<file path="config.mk">
export PLATFORM = sky130hd
export DESIGN_NAME = sl2_link_ctrl
export DESIGN_NICKNAME = d
export VERILOG_FILES = /design/src/verilog/sl2_pkg.sv /design/src/verilog/sl2_timer.sv /design/src/verilog/sl2_tx_select.sv /design/src/verilog/sl2_link_ctrl.sv
export SDC_FILE = /design/constraint.sdc
export NUM_CORES = 1
export LEC_CHECK = 0
export BUFFER_PORTS_ARGS = -buffer_cell sky130_fd_sc_hd__clkbuf_2
export CORE_ASPECT_RATIO = 0.8
export CORE_MARGIN = 4
export CORE_UTILIZATION = 40
export DETAILED_ROUTE_END_ITERATION = 7
export GPL_ROUTABILITY_DRIVEN = 0
export GPL_TIMING_DRIVEN = 0
export SYNTH_ARGS = -nofsm -noshare
export SYNTH_HDL_FRONTEND = slang
export SYNTH_SLANG_ARGS = --single-unit
</file>
<file path="constraint.sdc">
create_clock -name i_mclk -period 9.6 [get_ports i_mclk]
set_input_delay 1.92 -clock i_mclk [delete_from_list [all_inputs] [get_ports i_mclk]]
set_output_delay 1.92 -clock i_mclk [all_outputs]
set_load 0.01 [all_outputs]
</file>
<file path="src/verilog/sl2_pkg.sv">
// Shared types and constants for the signalling link level 2 control slice
package sl2_pkg;

  // ****************************************************************
  // Status indications
  // ****************************************************************
  typedef enum logic [2:0] {
    SI_OUT_ALIGN  = 3'h0,
    SI_NORMAL     = 3'h1,
    SI_EMERGENCY  = 3'h2,
    SI_OUT_SVC    = 3'h3,
    SI_PROC_OUT   = 3'h4,
    SI_BUSY       = 3'h5
  } status_ind_t;

  localparam int STATUS_LSB   = 0;
  localparam int STATUS_W     = 3;
  localparam logic [5:0] LI_STATUS_ONE = 6'h01;
  localparam logic [5:0] LI_STATUS_TWO = 6'h02;

  // ****************************************************************
  // Transmit item selection
  // ****************************************************************
  typedef enum logic [2:0] {
    ITEM_FLAG,
    ITEM_FILL,
    ITEM_STATUS,
    ITEM_NEW_MSG,
    ITEM_RETX_MSG
  } tx_item_t;

  typedef struct packed {
    logic status;
    logic nacked;
    logic forced;
    logic new_msg;
    logic unacked;
    logic repeat_msg;
  } tx_pending_t;

  // ****************************************************************
  // Timing
  // ****************************************************************
  localparam longint CLK_HZ       = 250_000_000;
  localparam longint TICK_US      = 1000;
  localparam int     TICK_CYCLES  = int'(CLK_HZ / 1_000_000 * TICK_US);
  localparam int     TICK_CNT_W   = 18;
  localparam int     TMR_W        = 20;

  // Limits in milliseconds; timer ticks are one millisecond
  localparam logic [TMR_W-1:0] T1_64_MIN_MS   = 20'd40000;
  localparam logic [TMR_W-1:0] T1_64_MAX_MS   = 20'd50000;
  localparam logic [TMR_W-1:0] T1_48_MIN_MS   = 20'd500000;
  localparam logic [TMR_W-1:0] T1_48_MAX_MS   = 20'd600000;
  localparam logic [TMR_W-1:0] T2_MIN_MS      = 20'd5000;
  localparam logic [TMR_W-1:0] T2_MAX_MS      = 20'd150000;
  localparam logic [TMR_W-1:0] T2_LOW_MAX_MS  = 20'd50000;
  localparam logic [TMR_W-1:0] T2_HIGH_MIN_MS = 20'd70000;
  localparam logic [TMR_W-1:0] T3_MIN_MS      = 20'd1000;
  localparam logic [TMR_W-1:0] T3_MAX_MS      = 20'd2000;
  localparam logic [TMR_W-1:0] T4N_64_MIN_MS  = 20'd7500;
  localparam logic [TMR_W-1:0] T4N_64_MAX_MS  = 20'd9500;
  localparam logic [TMR_W-1:0] T4N_48_MIN_MS  = 20'd100000;
  localparam logic [TMR_W-1:0] T4N_48_MAX_MS  = 20'd120000;
  localparam logic [TMR_W-1:0] T4E_64_MIN_MS  = 20'd400;
  localparam logic [TMR_W-1:0] T4E_64_MAX_MS  = 20'd600;
  localparam logic [TMR_W-1:0] T4E_48_MIN_MS  = 20'd6000;
  localparam logic [TMR_W-1:0] T4E_48_MAX_MS  = 20'd8000;
  localparam logic [TMR_W-1:0] T4N_64_NOM_MS  = 20'd8200;
  localparam logic [TMR_W-1:0] T4N_48_NOM_MS  = 20'd110000;
  localparam logic [TMR_W-1:0] T4E_64_NOM_MS  = 20'd500;
  localparam logic [TMR_W-1:0] T4E_48_NOM_MS  = 20'd7000;
  localparam logic [TMR_W-1:0] T5_MIN_MS      = 20'd80;
  localparam logic [TMR_W-1:0] T5_MAX_MS      = 20'd120;
  localparam logic [TMR_W-1:0] T6_64_MIN_MS   = 20'd3000;
  localparam logic [TMR_W-1:0] T6_64_MAX_MS   = 20'd6000;
  localparam logic [TMR_W-1:0] T6_48_MIN_MS   = 20'd8000;
  localparam logic [TMR_W-1:0] T6_48_MAX_MS   = 20'd12000;
  localparam logic [TMR_W-1:0] T7_64_MIN_MS   = 20'd500;
  localparam logic [TMR_W-1:0] T7_64_MAX_MS   = 20'd2000;
  localparam logic [TMR_W-1:0] T7_48_MIN_MS   = 20'd4000;
  localparam logic [TMR_W-1:0] T7_48_MAX_MS   = 20'd6000;
  localparam logic [TMR_W-1:0] T7_CYCLIC_MIN_MS = 20'd800;

  // Timer indices
  localparam int NUM_TMR = 7;
  localparam int T1_IDX = 0;
  localparam int T2_IDX = 1;
  localparam int T3_IDX = 2;
  localparam int T4_IDX = 3;
  localparam int T5_IDX = 4;
  localparam int T6_IDX = 5;
  localparam int T7_IDX = 6;

  // Sequence numbering and retransmission limits
  localparam int SEQ_W    = 7;
  localparam int N1_MAX   = 127;
  localparam int OCT_W    = 16;

endpackage : sl2_pkg

</file>
<file path="src/verilog/sl2_timer.sv">
// One supervision timer counting millisecond ticks with clamped setting
`timescale 1ns/1ps
`default_nettype none
module sl2_timer
  import sl2_pkg::*;
(
  input  wire logic             i_mclk,
  input  wire logic             i_rst,
  input  wire logic             i_tick,
  input  wire logic             i_start,
  input  wire logic             i_stop,
  input  wire logic [TMR_W-1:0] i_set,
  input  wire logic [TMR_W-1:0] i_min,
  input  wire logic [TMR_W-1:0] i_max,
  output logic                  o_run,
  output logic                  o_expired
);

  typedef struct packed {
    logic             run;
    logic             expired;
    logic [TMR_W-1:0] cnt;
  } tmr_state_t;

  tmr_state_t s_r;
  tmr_state_t s_nxt;
  logic [TMR_W-1:0] load;

  always_comb
  begin
    // Out-of-range settings are clamped, so a bad setting never disables a timer
    if (i_set < i_min)
      load = i_min;
    else if (i_set > i_max)
      load = i_max;
    else
      load = i_set;
    s_nxt         = s_r;
    s_nxt.expired = 1'b0;
    if (i_stop)
    begin
      s_nxt.run = 1'b0;
    end
    else if (i_start)
    begin
      s_nxt.run = 1'b1;
      s_nxt.cnt = load;
    end
    else if (s_r.run && i_tick)
    begin
      if (s_r.cnt <= TMR_W'(1))
      begin
        s_nxt.run     = 1'b0;
        s_nxt.expired = 1'b1;
        s_nxt.cnt     = '0;
      end
      else
        s_nxt.cnt = s_r.cnt - TMR_W'(1);
    end
  end

  always_ff @(posedge i_mclk)
  begin
    if (i_rst)
      s_r <= '0;
    else
      s_r <= s_nxt;
  end

  assign o_run     = s_r.run;
  assign o_expired = s_r.expired;

endmodule // sl2_timer
`default_nettype wire

</file>
<file path="src/verilog/sl2_tx_select.sv">
// Priority selection of the next transmitted item
`timescale 1ns/1ps
`default_nettype none
module sl2_tx_select
  import sl2_pkg::*;
(
  input  wire logic        i_cyclic,
  input  wire logic        i_repeat_en,
  input  wire tx_pending_t i_pend,
  output tx_item_t         o_item
);

  always_comb
  begin
    if (i_pend.status)
      o_item = ITEM_STATUS;
    else if (!i_cyclic && i_repeat_en && i_pend.repeat_msg)
      o_item = ITEM_RETX_MSG;
    else if (!i_cyclic && i_pend.nacked)
      o_item = ITEM_RETX_MSG;
    else if (i_cyclic && i_pend.forced)
      o_item = ITEM_RETX_MSG;
    else if (i_pend.new_msg)
      o_item = ITEM_NEW_MSG;
    else if (i_cyclic && i_pend.unacked)
      o_item = ITEM_RETX_MSG;
    else if (i_pend.unacked || i_pend.new_msg || 1'b1)
      o_item = ITEM_FILL;
    else
      o_item = ITEM_FLAG;
  end

endmodule // sl2_tx_select
`default_nettype wire

</file>
<file path="src/verilog/sl2_link_ctrl.sv">
// Signalling link level 2 status coding, transmit priority and timers
`timescale 1ns/1ps
`default_nettype none
module sl2_link_ctrl
  import sl2_pkg::*;
(
  input  wire logic              i_mclk,
  input  wire logic              i_rst,
  // Link rate and method
  input  wire logic              i_rate_low,
  input  wire logic              i_cyclic,
  input  wire logic              i_repeat_en,
  input  wire logic              i_auto_alloc,
  input  wire logic              i_t2_high,
  input  wire logic              i_proving_emerg,
  input  wire logic              i_latch_po_en,
  input  wire logic              i_oos_on_resync,
  // Timer settings in milliseconds
  input  wire logic [TMR_W-1:0]  i_t_set [NUM_TMR],
  // Timer start and stop controls from link state logic
  input  wire logic [NUM_TMR-1:0] i_t_start,
  input  wire logic [NUM_TMR-1:0] i_t_stop,
  // Status to send and receive
  input  wire logic              i_tx_status_req,
  input  wire status_ind_t       i_tx_status,
  input  wire logic              i_rx_valid,
  input  wire logic [5:0]        i_rx_li,
  input  wire logic [7:0]        i_rx_sf0,
  input  wire logic [7:0]        i_rx_sf1,
  // Congestion and outage
  input  wire logic              i_congested,
  input  wire logic              i_po_local,
  input  wire logic              i_po_l3,
  input  wire logic              i_resync_req,
  // Transmit queue state
  input  wire logic              i_su_boundary,
  input  wire tx_pending_t       i_pend,
  input  wire logic [SEQ_W-1:0]  i_rtb_count,
  input  wire logic [OCT_W-1:0]  i_rtb_octets,
  input  wire logic [SEQ_W-1:0]  i_n1,
  input  wire logic [OCT_W-1:0]  i_n2,
  input  wire logic [SEQ_W-1:0]  i_fsn_expected,
  // Outputs
  output tx_item_t               o_tx_item,
  output logic                   o_tx_item_valid,
  output logic [7:0]             o_tx_sf,
  output logic [SEQ_W-1:0]       o_tx_bsn,
  output logic                   o_rx_status_valid,
  output status_ind_t            o_rx_status,
  output logic                   o_rx_status_bad,
  output logic                   o_po_active,
  output logic                   o_link_fail,
  output logic                   o_out_of_service,
  output logic                   o_flush_resync,
  output logic [NUM_TMR-1:0]     o_t_run,
  output logic [NUM_TMR-1:0]     o_t_expired
);

  // ****************************************************************
  // State
  // ****************************************************************
  typedef struct packed {
    logic [TICK_CNT_W-1:0] tick_cnt;
    logic                  tick;
    tx_item_t              tx_item;
    logic                  tx_item_valid;
    logic [7:0]            tx_sf;
    logic [SEQ_W-1:0]      tx_bsn;
    logic                  rx_status_valid;
    status_ind_t           rx_status;
    logic                  rx_status_bad;
    logic                  busy_seen;
    logic                  busy_due;
    logic                  po_latched;
    logic                  link_fail;
    logic                  oos;
    logic                  flush;
    logic                  cong_prev;
  } ctl_state_t;

  ctl_state_t s_r;
  ctl_state_t s_nxt;

  logic [TMR_W-1:0]   t_min [NUM_TMR];
  logic [TMR_W-1:0]   t_max [NUM_TMR];
  logic [NUM_TMR-1:0] t_start;
  logic [NUM_TMR-1:0] t_stop;
  logic [NUM_TMR-1:0] t_run;
  logic [NUM_TMR-1:0] t_exp;
  tx_pending_t        pend;
  tx_item_t           sel_item;
  logic               over_limit;
  logic               rx_is_status;
  logic               rx_busy;

  // ****************************************************************
  // Timer ranges by rate and method
  // ****************************************************************
  always_comb
  begin
    t_min[T1_IDX] = i_rate_low ? T1_48_MIN_MS : T1_64_MIN_MS;
    t_max[T1_IDX] = i_rate_low ? T1_48_MAX_MS : T1_64_MAX_MS;
    t_min[T2_IDX] = T2_MIN_MS;
    t_max[T2_IDX] = T2_MAX_MS;
    if (i_auto_alloc)
    begin
      t_min[T2_IDX] = i_t2_high ? T2_HIGH_MIN_MS : T2_MIN_MS;
      t_max[T2_IDX] = i_t2_high ? T2_MAX_MS : T2_LOW_MAX_MS;
    end
    t_min[T3_IDX] = T3_MIN_MS;
    t_max[T3_IDX] = T3_MAX_MS;
    if (i_proving_emerg)
    begin
      t_min[T4_IDX] = i_rate_low ? T4E_48_MIN_MS : T4E_64_MIN_MS;
      t_max[T4_IDX] = i_rate_low ? T4E_48_MAX_MS : T4E_64_MAX_MS;
    end
    else
    begin
      t_min[T4_IDX] = i_rate_low ? T4N_48_MIN_MS : T4N_64_MIN_MS;
      t_max[T4_IDX] = i_rate_low ? T4N_48_MAX_MS : T4N_64_MAX_MS;
    end
    t_min[T5_IDX] = T5_MIN_MS;
    t_max[T5_IDX] = T5_MAX_MS;
    t_min[T6_IDX] = i_rate_low ? T6_48_MIN_MS : T6_64_MIN_MS;
    t_max[T6_IDX] = i_rate_low ? T6_48_MAX_MS : T6_64_MAX_MS;
    t_min[T7_IDX] = i_rate_low ? T7_48_MIN_MS : T7_64_MIN_MS;
    t_max[T7_IDX] = i_rate_low ? T7_48_MAX_MS : T7_64_MAX_MS;
    if (i_cyclic && !i_rate_low)
      t_min[T7_IDX] = T7_CYCLIC_MIN_MS;
  end

  // ****************************************************************
  // Timer controls: busy repeat and remote congestion driven here
  // ****************************************************************
  assign rx_is_status = i_rx_valid && (i_rx_li == LI_STATUS_ONE || i_rx_li == LI_STATUS_TWO);
  assign rx_busy      = rx_is_status && (status_ind_t'(i_rx_sf0[STATUS_LSB +: STATUS_W]) == SI_BUSY);

  always_comb
  begin
    t_start = i_t_start;
    t_stop  = i_t_stop;
    // Busy repeat timer starts when congestion begins and restarts at each expiry while congested
    t_start[T5_IDX] = (i_congested && !s_r.cong_prev) || (i_congested && t_exp[T5_IDX]);
    t_stop[T5_IDX]  = i_t_stop[T5_IDX] || !i_congested;
    t_start[T6_IDX] = i_t_start[T6_IDX] || (rx_busy && !s_r.busy_seen && (i_rtb_count != '0));
  end

  genvar g;
  generate
    for (g = 0; g < NUM_TMR; g++)
    begin : g_tmr
      sl2_timer u_tmr (
        .i_mclk    (i_mclk),
        .i_rst     (i_rst),
        .i_tick    (s_r.tick),
        .i_start   (t_start[g]),
        .i_stop    (t_stop[g]),
        .i_set     (i_t_set[g]),
        .i_min     (t_min[g]),
        .i_max     (t_max[g]),
        .o_run     (t_run[g]),
        .o_expired (t_exp[g])
      );
    end
  endgenerate

  // ****************************************************************
  // Transmit selection
  // ****************************************************************
  // Limit one is capped by the numbering capacity so it can never wrap
  assign over_limit = (i_rtb_count >= ((i_n1 > SEQ_W'(N1_MAX)) ? SEQ_W'(N1_MAX) : i_n1))
                    || (i_rtb_octets >= i_n2);

  always_comb
  begin
    pend        = i_pend;
    // Busy units stop in the very cycle congestion abates
    pend.status = i_pend.status || i_tx_status_req || (s_r.busy_due && i_congested);
    pend.forced = i_pend.unacked && over_limit;
  end

  sl2_tx_select u_sel (
    .i_cyclic    (i_cyclic),
    .i_repeat_en (i_repeat_en),
    .i_pend      (pend),
    .o_item      (sel_item)
  );

  // ****************************************************************
  // Next state
  // ****************************************************************
  always_comb
  begin
    s_nxt      = s_r;
    s_nxt.tick = 1'b0;
    if (s_r.tick_cnt == TICK_CNT_W'(TICK_CYCLES - 1))
    begin
      s_nxt.tick_cnt = '0;
      s_nxt.tick     = 1'b1;
    end
    else
      s_nxt.tick_cnt = s_r.tick_cnt + TICK_CNT_W'(1);

    s_nxt.cong_prev = i_congested;
    // A new busy due wins over the clear from the same boundary
    if (i_su_boundary && s_r.busy_due)
      s_nxt.busy_due = 1'b0;
    if (i_congested && (!s_r.cong_prev || t_exp[T5_IDX]))
      s_nxt.busy_due = 1'b1;
    if (!i_congested)
      s_nxt.busy_due = 1'b0;

    s_nxt.tx_item_valid = 1'b0;
    if (i_su_boundary)
    begin
      s_nxt.tx_item       = sel_item;
      s_nxt.tx_item_valid = 1'b1;
      s_nxt.tx_sf         = '0;
      s_nxt.tx_sf[STATUS_LSB +: STATUS_W] = (s_r.busy_due && i_congested) ? SI_BUSY : i_tx_status;
      s_nxt.tx_bsn        = i_fsn_expected - SEQ_W'(1);
    end

    s_nxt.rx_status_valid = 1'b0;
    if (rx_is_status)
    begin
      // Only bits C B A decode; the second octet is not looked at
      s_nxt.rx_status_valid = 1'b1;
      s_nxt.rx_status       = status_ind_t'(i_rx_sf0[STATUS_LSB +: STATUS_W]);
      s_nxt.rx_status_bad   = i_rx_sf0[STATUS_LSB +: STATUS_W] > SI_BUSY;
    end
    // A busy unit arriving with the stop still counts as seen
    if (i_t_stop[T6_IDX])
      s_nxt.busy_seen = 1'b0;
    if (rx_busy)
      s_nxt.busy_seen = 1'b1;

    if (i_po_local || (i_latch_po_en && i_po_l3))
      s_nxt.po_latched = 1'b1;
    else if (!i_latch_po_en)
      s_nxt.po_latched = 1'b0;

    s_nxt.link_fail = s_r.link_fail || t_exp[T6_IDX];
    s_nxt.flush     = i_resync_req && !i_oos_on_resync;
    s_nxt.oos       = s_r.oos || (i_resync_req && i_oos_on_resync);
  end

  always_ff @(posedge i_mclk)
  begin
    if (i_rst)
      s_r <= '0;
    else
      s_r <= s_nxt;
  end

  always_ff @(posedge i_mclk)
  begin
    if (i_rst)
    begin
      o_t_run     <= '0;
      o_t_expired <= '0;
    end
    else
    begin
      o_t_run     <= t_run;
      o_t_expired <= t_exp;
    end
  end

  assign o_tx_item         = s_r.tx_item;
  assign o_tx_item_valid   = s_r.tx_item_valid;
  assign o_tx_sf           = s_r.tx_sf;
  assign o_tx_bsn          = s_r.tx_bsn;
  assign o_rx_status_valid = s_r.rx_status_valid;
  assign o_rx_status       = s_r.rx_status;
  assign o_rx_status_bad   = s_r.rx_status_bad;
  assign o_po_active       = s_r.po_latched;
  assign o_link_fail       = s_r.link_fail;
  assign o_out_of_service  = s_r.oos;
  assign o_flush_resync    = s_r.flush;

endmodule // sl2_link_ctrl
`default_nettype wire

</file>
==> impl_metrics.yaml <==
synthesis:
  synth_seq_cells: 213
  syn_inst: 1949
  synth_compound_area_frac: 0.262
  yosys.area_share.simple: 0.265
  synth_top_family_by_area: "simple AND/OR/NAND/NOR gates"
  synth_adder_area_share: 0.0964
  yosysWarnings: 0
  ys.flop_type: "dfxtp_1"
  avgSynthCellArea_um2: 7.60
  synth_xor_area_frac: 0.0183
  synth-async-reset-ratio: 0
  synth_edf_count: 0
  muxShareOfSynthArea: 0.0150
  yosysSeqAreaShare: 0.288
  synth_cell_type_count: 88
  syn_area_mm2: 0.0148
placement:
  place_inst: 2705
  numPortBuffers: 272
  place_ws_ps: 2710
  place_area_mm2: 0.0168
  dp_hpwl_um: 40100
route:
  drt_iter0_drc: 1421
  wl_um: 52000
  num_vias: 16200
  drtPass1Iterations: 6
  drc_errors: 0
  ant_nets: 0
  wl_per_cell_um: 18.9
  viasPerCell: 5.90
worst_setup_path:
  slowest_stage: "a2111oi_2"
  crit_arrival_ps: 6900
  crit_family: "buffers and inverters"
  crit_fanout: 31
  reg2reg_depth: 7
  startpoint_type: "input pin"
  slowest_delay_ps: 840
  critPathKind: "in2reg"
  critPathRequiredTime_ps: 10020
  r2r-end: "g_tmr[0].u_tmr.s_r[1]"
  crit_chain: "clkbuf_2 > clkbuf_1 > inv_1 > ha_1 > inv_1 > ha_1 > a21o_1 > o311a_1 > a2111oi_2 > nand2_1 > o311a_1 > a221oi_1"
  r2r_start: "s_r[31]"
  endpoint_kind: "flip-flop"
  worst-path-buf-inv: 4
  r2r_setup_slack_ps: 6460
clock_tree:
  clockRootBuffer: "clkbuf_16"
  cts-hold-fix-buffers: 0
  clk_pin_slew_ps: 60
  cts.sinks: 213
  cts_setup_buffers: 0
  cts_resized: 0
  insertion_delay_ps: 540
  htreeDepth: 1
  cts-buffers-inserted: 25
  cts_buffer_depth: 3
  cts_tree: "built"
global_routing:
  antenna_found_initial: 2
  busiest_layer: "met2"
  grt_max_degree: 32
  overflow: 0
  first_global_vias: 15300
  met2_usage: 0.396
  met3_usage: 0.0352
  grtUsageTotal: 0.242
  grt_util_met1: 0.334
  grt_pass1_wl_um: 81100
final_layout:
  final_cells: 2752
  drive_above_1_share: 0.176
  area_growth_pct: 19.0
  fin_nets: 2621
  postLayoutCellArea_mm2: 0.0176
timing:
  drv_slew: 0
  min_period_over_period: 0.674
  slew_headroom: 0.146
  hold_viol_final: 0
  clock.fmax_ghz: 0.155
  tns_ps: 0
  worst_slack_ps: 3130
  tightest_slew_ps: 1280
  setup_violations: 0
  rsz0062_at_grt: "false"
  layout_min_cycle_time_ps: 6470
  fin_worst_skew_ps: 27.9
run_status:
  status: "finished clean"
job:
  maxCapViolCount: 0
floorplanning:
  coreArea_mm2: 0.0362
  rows: 62
  initial_core_util: 0.409
  die_w_um: 223
  io_pins: 297
  die_h_um: 180
  die-area_mm2: 0.0402
pwr:
  peakVddDrop_mv: 0.0987
  leakage_nw: 7.18
  p_total_w: 0.00241
  p_per_area_mw_per_mm2: 137
min_path:
  holdPathEnd: "o_t_expired[6]"
  min_from: "g_tmr[6].u_tmr.o_expired"
  hold_class: "reg2reg"
  whs_path_depth: 1
-- logic make-up (layout without fill, tap and decap cells) --
logic type / Yosys count / after routing
fa+ha+maj: 114 / 114
other cells: 1 / 7
xor+xnor: 31 / 31
mux: 21 / 21
buf+inv: 189 / 506
flops: 213 / 213
simple gates: 764 / 764
compound gates: 616 / 616
-- worst max-delay path by stage --
stage / startpoint / slack, ps / endpoint / cells after the start
2_1_floorplan: i_rate_low / 4430 / g_tmr[3].u_tmr.s_r[10] / 12
3_3_place_gp: i_rate_low / 2710 / g_tmr[3].u_tmr.s_r[8] / 12
3_5_place_dp: i_rate_low / 2710 / g_tmr[3].u_tmr.s_r[16] / 13
4_1_cts: i_rate_low / 3270 / g_tmr[3].u_tmr.s_r[8] / 12
5_1_grt: i_rate_low / 2920 / g_tmr[3].u_tmr.s_r[8] / 12
6_report: i_rate_low / 3130 / g_tmr[3].u_tmr.s_r[8] / 12
-- power by group --
| part | internal (W) | switching (W) |
|---|---|---|
| Combinational | 0.000192 | 0.000314 |
| Clock | 0.000579 | 0.000392 |
| Sequential | 0.000911 | 0.0000259 |
-- layer usage --
layer | up-vias | part of all wire
met1 | 7615 | 0.45
li1 | 7875 | -
met4 | 0 | 0.029
met3 | 84 | 0.076
met5 | - | 0
met2 | 667 | 0.45
-- worst reg2reg max path, cell delays in order, from the launching register on --
cell and delay, ps:
dfxtp_1 300, clkbuf_1 580, clkbuf_1 710, nand4_1 550
clkbuf_1 370, o21ai_0 230, a21oi_1 60, a211oi_1 250
-- layout by cell type (no fill, tap or decap), types with 28 or more instances in the layout --
master,n
nand2_1,139
nand3_1,55
ha_1,114
a31oi_1,29
nor3_1,86
o21ai_0,185
a21oi_1,175
nor2_1,211
clkbuf_2,272
or3_1,28
nor4_1,61
inv_1,76
clkbuf_1,78
dfxtp_1,213
a211oi_1,39
-- flip-flops by register name, indices dropped and copies added, names as in the netlist, 3 cells and up --
name / cells
g_tmr.u_tmr.s_r: 140
s_r: 22
g_tmr.u_tmr.o_expired: 7
g_tmr.u_tmr.o_run: 7
o_t_expired: 7
o_t_run: 7
o_tx_bsn: 7
o_rx_status: 3
o_tx_item: 3
o_tx_sf: 3
-- layout make-up --
type	instances	area, um2
timing repair buffer	272	1360
multi-input combinational	1551	9740
antenna	2	5.00
sequential	213	4260
fill	3657	18600
tap	480	601
inverter	77	289
buffer	112	529
clock inverter	10	110
clock buffer	35	723
-- stage by stage --
step,util,hold WS (ps)
final,0.486,440
after global routing,0.486,459
after CTS,0.486,441
after detailed placement,0.463,428
after global placement,0.463,431
after floorplan,-,414
-- Yosys cell counts (6+ instances only) --
library cell / n / area [um2]
a211oi_1: 39 / 293
dfxtp_1: 213 / 4260
nor2b_1: 26 / 163
nand2_1: 139 / 522
nor2_1: 211 / 792
a31oi_1: 29 / 181
buf_4: 21 / 158
o211ai_1: 14 / 105
and4_1: 6 / 52.6
and3_1: 16 / 100
mux2_1: 6 / 67.6
buf_2: 12 / 60.1
xor2_1: 15 / 131
inv_1: 76 / 285
nand3b_1: 10 / 75.1
a21oi_1: 175 / 876
nand3_1: 55 / 275
o31ai_1: 9 / 67.6
xnor2_1: 16 / 140
or3_1: 28 / 175
nand4b_1: 8 / 70.1
or4_1: 17 / 128
or2_2: 16 / 100
nor4_1: 61 / 382
nor4_2: 6 / 75.1
nor3_1: 86 / 430
clkbuf_1: 74 / 278
a311oi_1: 6 / 52.6
a22oi_1: 23 / 173
nand2b_1: 20 / 125
a221oi_1: 14 / 123
a32oi_1: 9 / 78.8
o21ai_0: 185 / 926
nor3b_1: 12 / 90.1
mux2i_1: 11 / 110
and2_1: 7 / 43.8
a21o_1: 19 / 143
o41ai_1: 6 / 52.6
ha_1: 114 / 1430
nand4_1: 22 / 138
o22ai_1: 15 / 93.8
(Power assumes the default switching activity.)
